$ cat src/hdl/brg_cfg.svh
// register offsets, field positions, reset values and counts for the baud generator
// assumes an 8-bit register port and a single peripheral clock
`ifndef BRG_CFG_SVH
`define BRG_CFG_SVH

// register offsets
`define BRG_OFS_BAUD_CTRL 8'hbd
`define BRG_OFS_BAUD_RELOAD 8'hbe
`define BRG_OFS_FD_CTRL 8'he9
`define BRG_OFS_FD_STEP 8'hea
`define BRG_OFS_FD_RESULT 8'heb
`define BRG_OFS_T1_CTRL 8'hc8
`define BRG_OFS_T1_HIGH 8'hc9

// field positions
`define BRG_BIT_RUN 0
`define BRG_PRE_LSB 1
`define BRG_PRE_MSB 3
`define BRG_BIT_DIVIDER_ENABLE 0
`define BRG_BIT_FDM 1
`define BRG_BIT_DIVIDER_OVERFLOW_FLAG 2
`define BRG_BIT_T1SRC 0
`define BRG_BIT_DOUBLE 1

// reset values and counts
`define BRG_RST8 8'h00
`define BRG_RST_PRE 3'h0
`define BRG_ZERO8 8'h00
`define BRG_ONE8 8'h01
`define BRG_TOP8 8'hff
`define BRG_PRE_FULL 7'h7f
`define BRG_PRE_ZERO 7'h00
`define BRG_PRE_ONE 7'h01
`define BRG_OVS_ZERO 4'h0
`define BRG_OVS_ONE 4'h1
`define BRG_OVS_LAST 4'hf

`endif

$ cat src/hdl/brg_pkg.sv
// types shared by the baud generator and its fractional divider
// assumes brg_cfg.svh supplies all numeric constants
package brg_pkg;

    // one register port request
    typedef struct packed {
        logic [7:0] addr;
        logic [7:0] wdata;
        logic wr;
        logic rd;
    } brg_bus_req_t;

    // all state of the top module
    typedef struct packed {
        logic [7:0] rdata;
        logic run;
        logic [2:0] pre_sel;
        logic [7:0] reload;
        logic divider_enable;
        logic divider_mode_select;
        logic ovf_flag;
        logic [7:0] step;
        logic t1_src;
        logic dbl;
        logic [7:0] t1_high;
        logic [6:0] pre_cnt;
        logic [7:0] br_cnt;
        logic [7:0] t1_cnt;
        logic t1_half;
        logic t1_ovf_half;
        logic [3:0] ovs_cnt;
        logic x16;
        logic baud;
        logic div_clk;
        logic irq;
    } brg_top_state_t;

    // all state of the fractional divider
    typedef struct packed {
        logic [7:0] cnt;
    } brg_div_state_t;

endpackage : brg_pkg

$ cat src/hdl/brg_top.sv
// baud-rate generator with prescaler, reload timer, fractional divider and timer-1 source
// assumes a same-clock register master and a serial unit consuming the tick pulses
//
// What this block does
// - baud is clock/(16*2^sel*(reload+1)); reload 0 at sel 0 runs as reload 1
// - fractional divider scales baud by step/256
// - baud never exceeds clock over 32
// - prescale divides by two to its code
// - timer-one baud uses double bit, high byte
// - divider mode stops baud generation unless timer one is the source
// - divider mode: 8-bit up-counting reload timer
// - result reads count; step is reload value
// - each overflow sets flag, raises interrupt
// - divider output is input over 256-step
// - slow links use prescaler only
// - control: enable bit0, mode bit1, flag bit2
//
// Implementation choices: the strobed register port and the placing of the registers.
`timescale 1ns/1ns

`include "brg_cfg.svh"

module brg_top
    import brg_pkg::*;
(
    // clock, reset, enable
    input wire logic CLK_I,
    input wire logic RESETN_I,
    input wire logic CE_I,
    // register port
    input wire brg_bus_req_t BUS_I,
    output logic [7:0] RDATA_O,
    // baud ticks to the serial unit
    output logic BAUD_X16_O,
    output logic BAUD_TICK_O,
    // divider mode outputs
    output logic DIV_CLK_O,
    output logic DIV_IRQ_O
);

    // ------------------------------------------------------------
    // state
    // ------------------------------------------------------------

    brg_top_state_t s_q;
    brg_top_state_t s_d;

    logic [6:0] pre_mask;
    logic pre_tick;
    logic [7:0] br_eff;
    logic timer_tick;
    logic t1_ovf;
    logic t1_x16;
    logic raw_x16;
    logic frac_tick;
    logic div_ovf;
    logic [7:0] div_result;
    logic [7:0] rd_mux;

    // ------------------------------------------------------------
    // fractional divider
    // ------------------------------------------------------------

    brg_frac_div u_frac_div
    (
        .clk_i(CLK_I),
        .resetn_i(RESETN_I),
        .ce_i(CE_I),
        .tick_i(timer_tick),
        .divider_enable_i(s_q.divider_enable),
        .fdm_i(s_q.divider_mode_select),
        .step_i(s_q.step),
        .result_o(div_result),
        .tick_o(frac_tick),
        .ovf_o(div_ovf)
    );

    // ------------------------------------------------------------
    // read multiplexer
    // ------------------------------------------------------------

    always_comb
    begin
        rd_mux = `BRG_ZERO8;
        case (BUS_I.addr)
            `BRG_OFS_BAUD_CTRL:
            begin
                rd_mux[`BRG_BIT_RUN] = s_q.run;
                rd_mux[`BRG_PRE_MSB:`BRG_PRE_LSB] = s_q.pre_sel;
            end
            `BRG_OFS_BAUD_RELOAD:
            begin
                rd_mux = s_q.reload;
            end
            `BRG_OFS_FD_CTRL:
            begin
                rd_mux[`BRG_BIT_DIVIDER_ENABLE] = s_q.divider_enable;
                rd_mux[`BRG_BIT_FDM] = s_q.divider_mode_select;
                rd_mux[`BRG_BIT_DIVIDER_OVERFLOW_FLAG] = s_q.ovf_flag;
            end
            `BRG_OFS_FD_STEP:
            begin
                rd_mux = s_q.step;
            end
            `BRG_OFS_FD_RESULT:
            begin
                rd_mux = div_result;
            end
            `BRG_OFS_T1_CTRL:
            begin
                rd_mux[`BRG_BIT_T1SRC] = s_q.t1_src;
                rd_mux[`BRG_BIT_DOUBLE] = s_q.dbl;
            end
            `BRG_OFS_T1_HIGH:
            begin
                rd_mux = s_q.t1_high;
            end
            default:
            begin
                rd_mux = `BRG_ZERO8;
            end
        endcase
    end

    // ------------------------------------------------------------
    // prescaler and reload timer
    // ------------------------------------------------------------

    always_comb
    begin
        // mask is 2^sel-1, so a tick falls every 2^sel cycles
        pre_mask = ~(`BRG_PRE_FULL << s_q.pre_sel);
        pre_tick = (s_q.pre_cnt & pre_mask) == pre_mask;
        // a total divide of one would break the clock/32 ceiling, so it runs as two
        if ((s_q.pre_sel == `BRG_RST_PRE) && (s_q.reload == `BRG_ZERO8))
        begin
            br_eff = `BRG_ONE8;
        end
        else
        begin
            br_eff = s_q.reload;
        end
        timer_tick = s_q.run & ~s_q.t1_src & pre_tick & (s_q.br_cnt == `BRG_ZERO8);
    end

    // ------------------------------------------------------------
    // timer-one source
    // ------------------------------------------------------------

    always_comb
    begin
        // timer one counts every second clock and reloads from its high byte
        t1_ovf = s_q.t1_src & s_q.t1_half & (s_q.t1_cnt == `BRG_TOP8);
        // without the double bit every second overflow is a sample tick
        if (s_q.dbl)
        begin
            t1_x16 = t1_ovf;
        end
        else
        begin
            t1_x16 = t1_ovf & s_q.t1_ovf_half;
        end
        if (s_q.t1_src)
        begin
            raw_x16 = t1_x16;
        end
        else
        begin
            // only the prescaler path when the divider is off
            raw_x16 = frac_tick;
        end
    end

    // ------------------------------------------------------------
    // next state
    // ------------------------------------------------------------

    always_comb
    begin
        s_d = s_q;

        // prescaler and reload timer
        if (s_q.run && !s_q.t1_src)
        begin
            s_d.pre_cnt = s_q.pre_cnt + `BRG_PRE_ONE;
            if (pre_tick)
            begin
                if (s_q.br_cnt == `BRG_ZERO8)
                begin
                    s_d.br_cnt = br_eff;
                end
                else
                begin
                    s_d.br_cnt = s_q.br_cnt - `BRG_ONE8;
                end
            end
        end
        else
        begin
            s_d.pre_cnt = `BRG_PRE_ZERO;
            s_d.br_cnt = br_eff;
        end

        // timer one
        if (s_q.t1_src)
        begin
            s_d.t1_half = ~s_q.t1_half;
            if (s_q.t1_half)
            begin
                if (s_q.t1_cnt == `BRG_TOP8)
                begin
                    s_d.t1_cnt = s_q.t1_high;
                end
                else
                begin
                    s_d.t1_cnt = s_q.t1_cnt + `BRG_ONE8;
                end
            end
            if (t1_ovf)
            begin
                s_d.t1_ovf_half = ~s_q.t1_ovf_half;
            end
        end
        else
        begin
            s_d.t1_half = 1'b0;
            s_d.t1_ovf_half = 1'b0;
            s_d.t1_cnt = s_q.t1_high;
        end

        // sixteen sample ticks make one bit tick
        if (raw_x16)
        begin
            if (s_q.ovs_cnt == `BRG_OVS_LAST)
            begin
                s_d.ovs_cnt = `BRG_OVS_ZERO;
            end
            else
            begin
                s_d.ovs_cnt = s_q.ovs_cnt + `BRG_OVS_ONE;
            end
        end
        s_d.x16 = raw_x16;
        s_d.baud = raw_x16 & (s_q.ovs_cnt == `BRG_OVS_LAST);

        // divider mode outputs
        s_d.div_clk = div_ovf;
        s_d.irq = div_ovf;

        // register writes
        if (BUS_I.wr)
        begin
            case (BUS_I.addr)
                `BRG_OFS_BAUD_CTRL:
                begin
                    s_d.run = BUS_I.wdata[`BRG_BIT_RUN];
                    s_d.pre_sel = BUS_I.wdata[`BRG_PRE_MSB:`BRG_PRE_LSB];
                end
                `BRG_OFS_BAUD_RELOAD:
                begin
                    s_d.reload = BUS_I.wdata;
                end
                `BRG_OFS_FD_CTRL:
                begin
                    s_d.divider_enable = BUS_I.wdata[`BRG_BIT_DIVIDER_ENABLE];
                    s_d.divider_mode_select = BUS_I.wdata[`BRG_BIT_FDM];
                    s_d.ovf_flag = BUS_I.wdata[`BRG_BIT_DIVIDER_OVERFLOW_FLAG];
                end
                `BRG_OFS_FD_STEP:
                begin
                    s_d.step = BUS_I.wdata;
                end
                `BRG_OFS_T1_CTRL:
                begin
                    s_d.t1_src = BUS_I.wdata[`BRG_BIT_T1SRC];
                    s_d.dbl = BUS_I.wdata[`BRG_BIT_DOUBLE];
                end
                `BRG_OFS_T1_HIGH:
                begin
                    s_d.t1_high = BUS_I.wdata;
                end
                default:
                begin
                    s_d.reload = s_q.reload;
                end
            endcase
        end

        // an overflow in the clearing cycle still sets the flag
        if (div_ovf)
        begin
            s_d.ovf_flag = 1'b1;
        end

        // read data stands for the one cycle after the strobe only
        if (BUS_I.rd)
        begin
            s_d.rdata = rd_mux;
        end
        else
        begin
            s_d.rdata = `BRG_ZERO8;
        end
    end

    // ------------------------------------------------------------
    // registers
    // ------------------------------------------------------------

    always_ff @(posedge CLK_I)
    begin
        if (!RESETN_I)
        begin
            s_q.rdata <= `BRG_RST8;
            s_q.run <= 1'b0;
            s_q.pre_sel <= `BRG_RST_PRE;
            s_q.reload <= `BRG_RST8;
            s_q.divider_enable <= 1'b0;
            s_q.divider_mode_select <= 1'b0;
            s_q.ovf_flag <= 1'b0;
            s_q.step <= `BRG_RST8;
            s_q.t1_src <= 1'b0;
            s_q.dbl <= 1'b0;
            s_q.t1_high <= `BRG_RST8;
            s_q.pre_cnt <= `BRG_PRE_ZERO;
            s_q.br_cnt <= `BRG_RST8;
            s_q.t1_cnt <= `BRG_RST8;
            s_q.t1_half <= 1'b0;
            s_q.t1_ovf_half <= 1'b0;
            s_q.ovs_cnt <= `BRG_OVS_ZERO;
            s_q.x16 <= 1'b0;
            s_q.baud <= 1'b0;
            s_q.div_clk <= 1'b0;
            s_q.irq <= 1'b0;
        end
        else if (CE_I)
        begin
            s_q <= s_d;
        end
    end

    // ------------------------------------------------------------
    // outputs
    // ------------------------------------------------------------

    assign RDATA_O = s_q.rdata;
    assign BAUD_X16_O = s_q.x16;
    assign BAUD_TICK_O = s_q.baud;
    assign DIV_CLK_O = s_q.div_clk;
    assign DIV_IRQ_O = s_q.irq;

endmodule : brg_top

$ cat src/hdl/brg_frac_div.sv
// fractional divider: baud refinement or stand-alone 8-bit auto-reload timer
// assumes tick_i is a one-cycle pulse on the same clock
`timescale 1ns/1ns

`include "brg_cfg.svh"

module brg_frac_div
    import brg_pkg::*;
(
    // clock and reset
    input wire logic clk_i,
    input wire logic resetn_i,
    input wire logic ce_i,
    // control
    input wire logic tick_i,
    input wire logic divider_enable_i,
    input wire logic fdm_i,
    input wire logic [7:0] step_i,
    // results
    output logic [7:0] result_o,
    output logic tick_o,
    output logic ovf_o
);

    brg_div_state_t s_q;
    brg_div_state_t s_d;
    logic [8:0] sum;

    always_comb
    begin
        s_d = s_q;
        tick_o = 1'b0;
        ovf_o = 1'b0;
        sum = {1'b0, s_q.cnt} + {1'b0, step_i};
        if (!divider_enable_i)
        begin
            // counter holds; baud ticks pass unscaled when not in divider mode
            tick_o = tick_i & ~fdm_i;
        end
        else if (fdm_i)
        begin
            // free timer on the peripheral clock; no baud ticks at all
            if (s_q.cnt == `BRG_TOP8)
            begin
                s_d.cnt = step_i;
                ovf_o = 1'b1;
            end
            else
            begin
                s_d.cnt = s_q.cnt + `BRG_ONE8;
            end
        end
        else if (tick_i)
        begin
            // carry of the step accumulator gives step/256 of the input rate
            s_d.cnt = sum[7:0];
            tick_o = sum[8];
        end
    end

    always_ff @(posedge clk_i)
    begin
        if (!resetn_i)
        begin
            s_q.cnt <= `BRG_RST8;
        end
        else if (ce_i)
        begin
            s_q <= s_d;
        end
    end

    assign result_o = s_q.cnt;

endmodule : brg_frac_div

$ cat config.mk
export PLATFORM = sky130hd
export DESIGN_NAME = brg_top
export DESIGN_NICKNAME = d
export VERILOG_FILES = /design/src/hdl/brg_pkg.sv /design/src/hdl/brg_top.sv /design/src/hdl/brg_frac_div.sv
export VERILOG_INCLUDE_DIRS = /design/src /design/src/hdl
export SDC_FILE = /design/constraint.sdc
export NUM_CORES = 1
export LEC_CHECK = 0
export ABC_AREA = 1
export CAP_MARGIN = 25
export CORE_ASPECT_RATIO = 1.75
export CORE_UTILIZATION = 45
export CTS_BUF_LIST = sky130_fd_sc_hd__clkbuf_16
export DETAILED_ROUTE_END_ITERATION = 6
export DONT_BUFFER_PORTS = 1
export GPL_TIMING_DRIVEN = 1
export SLEW_MARGIN = 20
export SYNTH_ARGS = -nofsm -noshare
export SYNTH_HDL_FRONTEND = slang
export SYNTH_SLANG_ARGS = --single-unit
$ cat constraint.sdc
create_clock -name CLK_I -period 4.5 [get_ports CLK_I]
set_clock_uncertainty 0.05 [all_clocks]
set_input_delay 0.45 -clock CLK_I [delete_from_list [all_inputs] [get_ports CLK_I]]
set_output_delay 0.45 -clock CLK_I [all_outputs]
set_load 0.02 [all_outputs]
==> impl_metrics.csv, run 1 <==
group,metric,value,unit
synth,synth_warnings,0,
synth,synth_compound_area_share,22.02,%
clock_tree,post_cts_resized,0,
power,powerDensity,309.1,nW/um^2
synth,yosys_register_bits,81,
clock_tree,numCtsBuffers,9,
worst_setup_path,worst_path_max_delay_cell,"o21ai_1",
clock_tree,hold_buffers,0,
cells_and_area,area_growth,6.600,%
sta,max_freq,456.0,MHz
worst_setup_path,crit_type,"register to register",
clock_tree,cts.sinks,81,
clock_tree,cts.clk_slew.worst_paths,60,ps
drt,viasPerCell,5.611,
synth,syn-num-nets,699,
sta,rsz0062_at_grt,"no",
synth,synthXorXnorAreaFrac,2.135,%
synth,post-synth-top-area-cell,"dfxtp_1",
synth,synth_commonest_cells,"nand2_1, dfxtp_1, inv_1, o21ai_0, a21oi_1",
cells_and_area,drive_gt1_share,4.740,%
worst_setup_path,critical_path.top_delay_family,"compound AO/OA/AOI/OAI gates",
worst_setup_path,cpMostUsedCell,"nand2_1",
global_routing,grt_overflow,0,
drt,ant_nets,0,
power,vdd_drop_max,0.1983,mV
global_routing,grt_max_degree,53,
worst_setup_path,worst_r2r_path_depth,8,
die,io_pins,33,
sta,min_period,2193,ps
global_routing,grt_pass1_vias,4117,
worst_setup_path,required,4710,ps
synth,yosys.area.top_type_share,35.94,%
global_routing,grt_pass1_wl,20.83,mm
synth,netlist_top_cells_area,"dfxtp_1, nand2_1, o21ai_0, a21oi_1, inv_1",
drt,drtIter0Drc,279,
die,die_w,77.69,um
cells_and_area,fin_nets,685,
placed_design,globalplace.congestion,0.9984,
cells_and_area,multi_input_area,2444,um^2
sta,relSlewSlack,44.91,%
synth,syn_area,4512,um^2
cells_and_area,diodes,0,
worst_setup_path,path_cells,"inv_1, ha_1, nand4_1, o21ai_1, nand2_1, o21ai_0, nand2_1, a21oi_1",
drt,drt_first_pass_iters,5,
sta,hold_viol_final,0,
placed_design,placedCellCount,764,
synth,synth_edf_count,0,
die,die-area,10450,um^2
drt,wl,13.04,mm
synth,synth_flop_cell,"dfxtp_1",
worst_setup_path,worst-path-stages,8,
cells_and_area,fillers,1030,
worst_setup_path,path_max_fanout,12,
clock_tree,cts_tree,"done",
clock_tree,cts_buffer_depth,2,
synth,yosysMostFrequentCell,"nand2_1",
die,die_h,134.5,um
drt,drc,0,
worst_setup_path,endpoint_kind,"register",
synth,async_reset_ff_share,0,%
sta,finalSetupViolations,0,
worst_setup_path,slowest_delay,640,ps
hold_path,min_path_cells,2,
synth,synth_top_family_by_area,"simple AND/OR/NAND/NOR gates",
die,start_util,46.09,%
global_routing,antenna_found_initial,0,
power,power_leakage,1.866,nW
hold_path,hold_class,"input port to register",
worst_setup_path,startpoint_type,"register",
sta,tns,0,ps
run,timing.max_cap.violations,0,
synth,synth_simple_gate_area_share,25.96,%
sta,worst_slew_pin_slew,825.4,ps
synth,yosys.area_share.adder,4.049,%
clock_tree,root_buffer,"clkbuf_16",
synth,synth_cell_types,44,
drt,avgRoutedWirePerCell,16.74,um
sta,min_period_over_period,48.73,%
worst_setup_path,critPathArrivalTime,2400,ps
cells_and_area,layout.cells.non_filler,779,
clock_tree,post-cts-setup-buffer-count,0,
cells_and_area,seq_area,1622,um^2
die,core,9789,um^2
run_status,status,"finished clean",
clock_tree,worst_skew_pair.late_latency,340,ps
worst_setup_path,critPathBufInv,1,
synth,synth.avg_cell_area,6.795,um^2
placed_design,place_hpwl,9.909,mm
synth,syn-instance-count,664,
placed_design,port-buffer-count,0,
clock_tree,htree_levels,3,
synth,yosysSeqAreaShare,35.94,%
synth,synth_mux_area_share,0,%
die,core.rowCount,48,
power,power,0.001486,W
global_routing,grt_use_total,26.35,%
drt,vias,4371,
sta,drv_slew,0,
## report_power, final
part | internal (W) | switching, W | leakage (nW)
Combinational | 0.0000165 | 0.0000379 | 1.06
Clock | 0.000420 | 0.000287 | 0.147
Sequential | 0.000722 | 0.00000412 | 0.654
Total | 0.00116 | 0.000329 | 1.87
## placed cells by master, fill, tap and decap left out, types with 11 or more instances in the layout
cell     synthesis  layout
nor2_1          68      68
o22ai_1         17      17
nor3_1          11      11
nand3_1         38      38
ha_1            13      13
nand2_1        119     119
a21oi_1         72      72
o21ai_0         76      76
inv_1           77      79
dfxtp_1         81      81
## layer usage
layer,track usage [%],part of all wire [%],up-vias,wire length [um]
met2,47.39,52,100,6835
met5,0,0,-,0
met1,26.98,38,2038,4992
met3,5.878,4.1,46,541
met4,17.19,5.1,0,669
li1,-,-,2187,-
## cells by family after synthesis
kind of cell               count (synthesis)
xor gates and xnor gates                  11
buffers and inverters                    107
AOI/OAI and AO/OA                        185
adders and majority gates                 14
and+or+nand+nor                          266
DFF                                       81
## stage by stage
stage | hold slack [ps] | worst slack, ps | cell area (um^2) | util, %
global placement | 394.4 | 2461 | 4532 | 46.29
finish | 188.9 | 2307 | 4810 | 49.13
detailed placement | 397.5 | 2330 | 4532 | 46.29
global route | 185.1 | 2017 | 4810 | 49.13
CTS | 180.0 | 2341 | 4810 | 49.13
floorplan | 378.4 | 2713 | 4512 | -
## sequential cells by signal, summed over array words and instances (netlist names)
signal and cells:
BAUD_X16_O 1, DIV_IRQ_O 1, u_frac_div.result_o 8, BAUD_TICK_O 1, s_q 62, RDATA_O 8
## worst register-to-register path, stage by stage, from the launching register on
cell and delay, ps:
dfxtp_1 310, inv_1 90, ha_1 210, nand4_1 150, o21ai_1 640, nand2_1 280, o21ai_0 210, nand2_1 60
a21oi_1 120
## area by class of cell
class,instances,area share [%]
inverters,82,6.452
flip-flops and latches,81,33.71
well taps,125,3.252
clock buffers,9,4.683
multi-input cells,476,50.81
clock inverters,6,1.093
## worst paths after layout
check / slack (ps) / to / start
max: 2310 / s_q[21] / s_q[19]
min: 190 / u_frac_div.result_o[0] / RESETN_I
max reg2reg: 2310 / s_q[21] / s_q[19]
min reg2reg: 410 / s_q[51] / s_q[51]
No activity file was read; power rests on OpenSTA's default activity.
==> run 2, diff against run 1 <==
==> constraint.sdc (replaced) <==
create_clock -name CLK_I -period 2.2 [get_ports CLK_I]
set_clock_uncertainty 0.05 [all_clocks]
set_input_delay 0.22 -clock CLK_I [delete_from_list [all_inputs] [get_ports CLK_I]]
set_output_delay 0.22 -clock CLK_I [all_outputs]
set_load 0.02 [all_outputs]
==> impl_metrics.csv, run 2 (same netlist as run 1, synthesis figures left out) <==
group,metric,value,unit
run_status,status,"finished clean",
worst_setup_path,crit_start,"s_q[43]",
sta,drv_slew,0,
global_routing,grt_pass1_wl,20.81,mm
sta,rsz0062_at_grt,"no",
worst_setup_path,cpMostUsedCell,"nand2_1",
sta,max_freq,490.5,MHz
global_routing,grt_use_total,26.16,%
worst_setup_path,required,2370,ps
worst_setup_path,cp-endpoint,"s_q[6]",
worst_setup_path,slowest_delay,460,ps
drt,viasPerCell,5.567,
worst_setup_path,startpoint_type,"register",
die,core.rowCount,48,
drt,vias,4420,
worst_setup_path,r2r_end,"s_q[6]",
run,timing.max_cap.violations,0,
placed_design,globalplace.congestion,0.9452,
cells_and_area,fillers,1000,
die,start_util,46.09,%
cells_and_area,drive_gt1_share,5.988,%
worst_setup_path,critPathArrivalTime,2210,ps
die,die_w,77.69,um
drt,wl,13.06,mm
power,powerDensity,664.7,nW/um^2
global_routing,grt_max_degree,49,
die,core,9789,um^2
sta,tns,0,ps
sta,min_period,2039,ps
cells_and_area,fin_nets,699,
power,power_leakage,1.950,nW
sta,min_period_over_period,92.67,%
placed_design,place_hpwl,9.802,mm
worst_setup_path,endpoint_kind,"register",
die,io_pins,33,
clock_tree,cts_tree,"done",
drt,avgRoutedWirePerCell,16.44,um
cells_and_area,regMostFlops,"s_q",
worst_setup_path,worst-path-stages,12,
cells_and_area,layout.cells.most_common_list,"nand2_1, dfxtp_1, inv_1, o21ai_0, a21oi_1",
worst_setup_path,critical_path.top_delay_family,"simple AND/OR/NAND/NOR gates",
clock_tree,cts_buffer_depth,2,
clock_tree,htree_levels,3,
global_routing,grt_overflow,0,
drt,drt_first_pass_iters,5,
worst_setup_path,worst_path_max_delay_cell,"fa_1",
sta,hold_viol_final,0,
cells_and_area,largest_register_ffs,62,
drt,drc,0,
hold_path,hold_class,"input port to register",
die,die_h,134.5,um
sta,relSlewSlack,60.92,%
worst_setup_path,r2r_slack,160,ps
clock_tree,cts.sinks,81,
sta,worst_slew_pin_slew,584.6,ps
global_routing,antenna_found_initial,0,
clock_tree,cts.clk_slew.worst_paths,60,ps
drt,drtIter0Drc,255,
sta,finalSetupViolations,0,
clock_tree,root_buffer,"clkbuf_16",
drt,ant_nets,0,
clock_tree,post_cts_resized,0,
power,vdd_drop_max,0.4582,mV
cells_and_area,final_common_cell,"nand2_1",
worst_setup_path,worst_r2r_path_depth,12,
placed_design,port-buffer-count,0,
clock_tree,numCtsBuffers,9,
worst_setup_path,crit_type,"register to register",
worst_setup_path,path_max_fanout,8,
global_routing,grt_pass1_vias,4304,
worst_setup_path,rr_startpoint,"s_q[43]",
die,die-area,10450,um^2
cells_and_area,fin_util,51.07,%
worst_setup_path,path_cells,"ha_1, fa_1, nand3_1, nand3_1, nand2_1, a21oi_1, nand2_1, nand2_2, nand3_1, nand2_1, nand2_1, nor2_1",
clock_tree,worst_skew_pair.late_latency,340,ps
cells_and_area,area_growth,10.82,%
worst_setup_path,critPathBufInv,0,
-- run 2: changes by cell type in the layout (fill, tap and decap cells not counted), sizes merged --
cell         change
diode            +1
buf              +8
bufinv           +2
inv              -2
dlygate4sd3      +6
-- run 2: where the power goes --
group / switching, W / internal, W
clock network: 0.000600 / 0.00110
logic: 0.0000939 / 0.0000466
registers: 0.00000796 / 0.00148
total: 0.000702 / 0.00262
-- run 2: routing by layer --
metal / track usage (%) / part of all wire (%)
met1: 25.97 / 38
met2: 48.82 / 53
met3: 4.459 / 4.4
met4: 17.51 / 5.1
met5: 0 / 0
-- run 2: timing repair --
item,4_1_cts,5_1_grt
endpoints found under the hold margin,53,0
hold buffers,7,0
setup buffers,0,0
-- run 2: stage by stage --
stage	cells	area, um^2	hold WS (ps)	power, W	worst slack (ps)
global placement	771	4584	310.5	0.001628	206.1
finish	794	5000	9.539	0.003323	161.3
global route	793	4997	15.21	0.003433	28.10
CTS	793	4997	3.406	0.003353	172.3
detailed placement	771	4584	312.2	0.001629	169.4
floorplan	664	4512	330.1	0.001616	413.0
-- run 2: layout make-up --
cell class | count | area (um^2) | share of cell area [%]
Tap cell | 125 | 156.4 | 3.128
Inverter | 82 | 310.3 | 6.206
Timing Repair Buffer | 14 | 132.6 | 2.653
Sequential cell | 81 | 1622 | 32.43
Clock buffer | 9 | 225.2 | 4.505
Antenna cell | 1 | 2.502 | 0.05005
Multi-Input combinational cell | 476 | 2444 | 48.87
Clock inverter | 6 | 107.6 | 2.152
-- run 2: worst min-delay path by stage --
stage,startpoint,to,slack [ps],depth (start not counted)
2_1_floorplan,BUS_I[0],RDATA_O[0],330,2
3_3_place_gp,RESETN_I,s_q[4],310,2
3_5_place_dp,RESETN_I,u_frac_div.result_o[0],310,2
4_1_cts,BUS_I[0],RDATA_O[1],3,2
5_1_grt,CE_I,s_q[27],20,2
6_report,CE_I,BAUD_X16_O,10,2
-- run 2: worst reg2reg max path: cells and delay by family, from the launching register on --
family | cells | cell delay (ps)
compound gates | 1 | 50
fa+ha+maj | 2 | 700
flops | 1 | 340
simple gates | 9 | 780
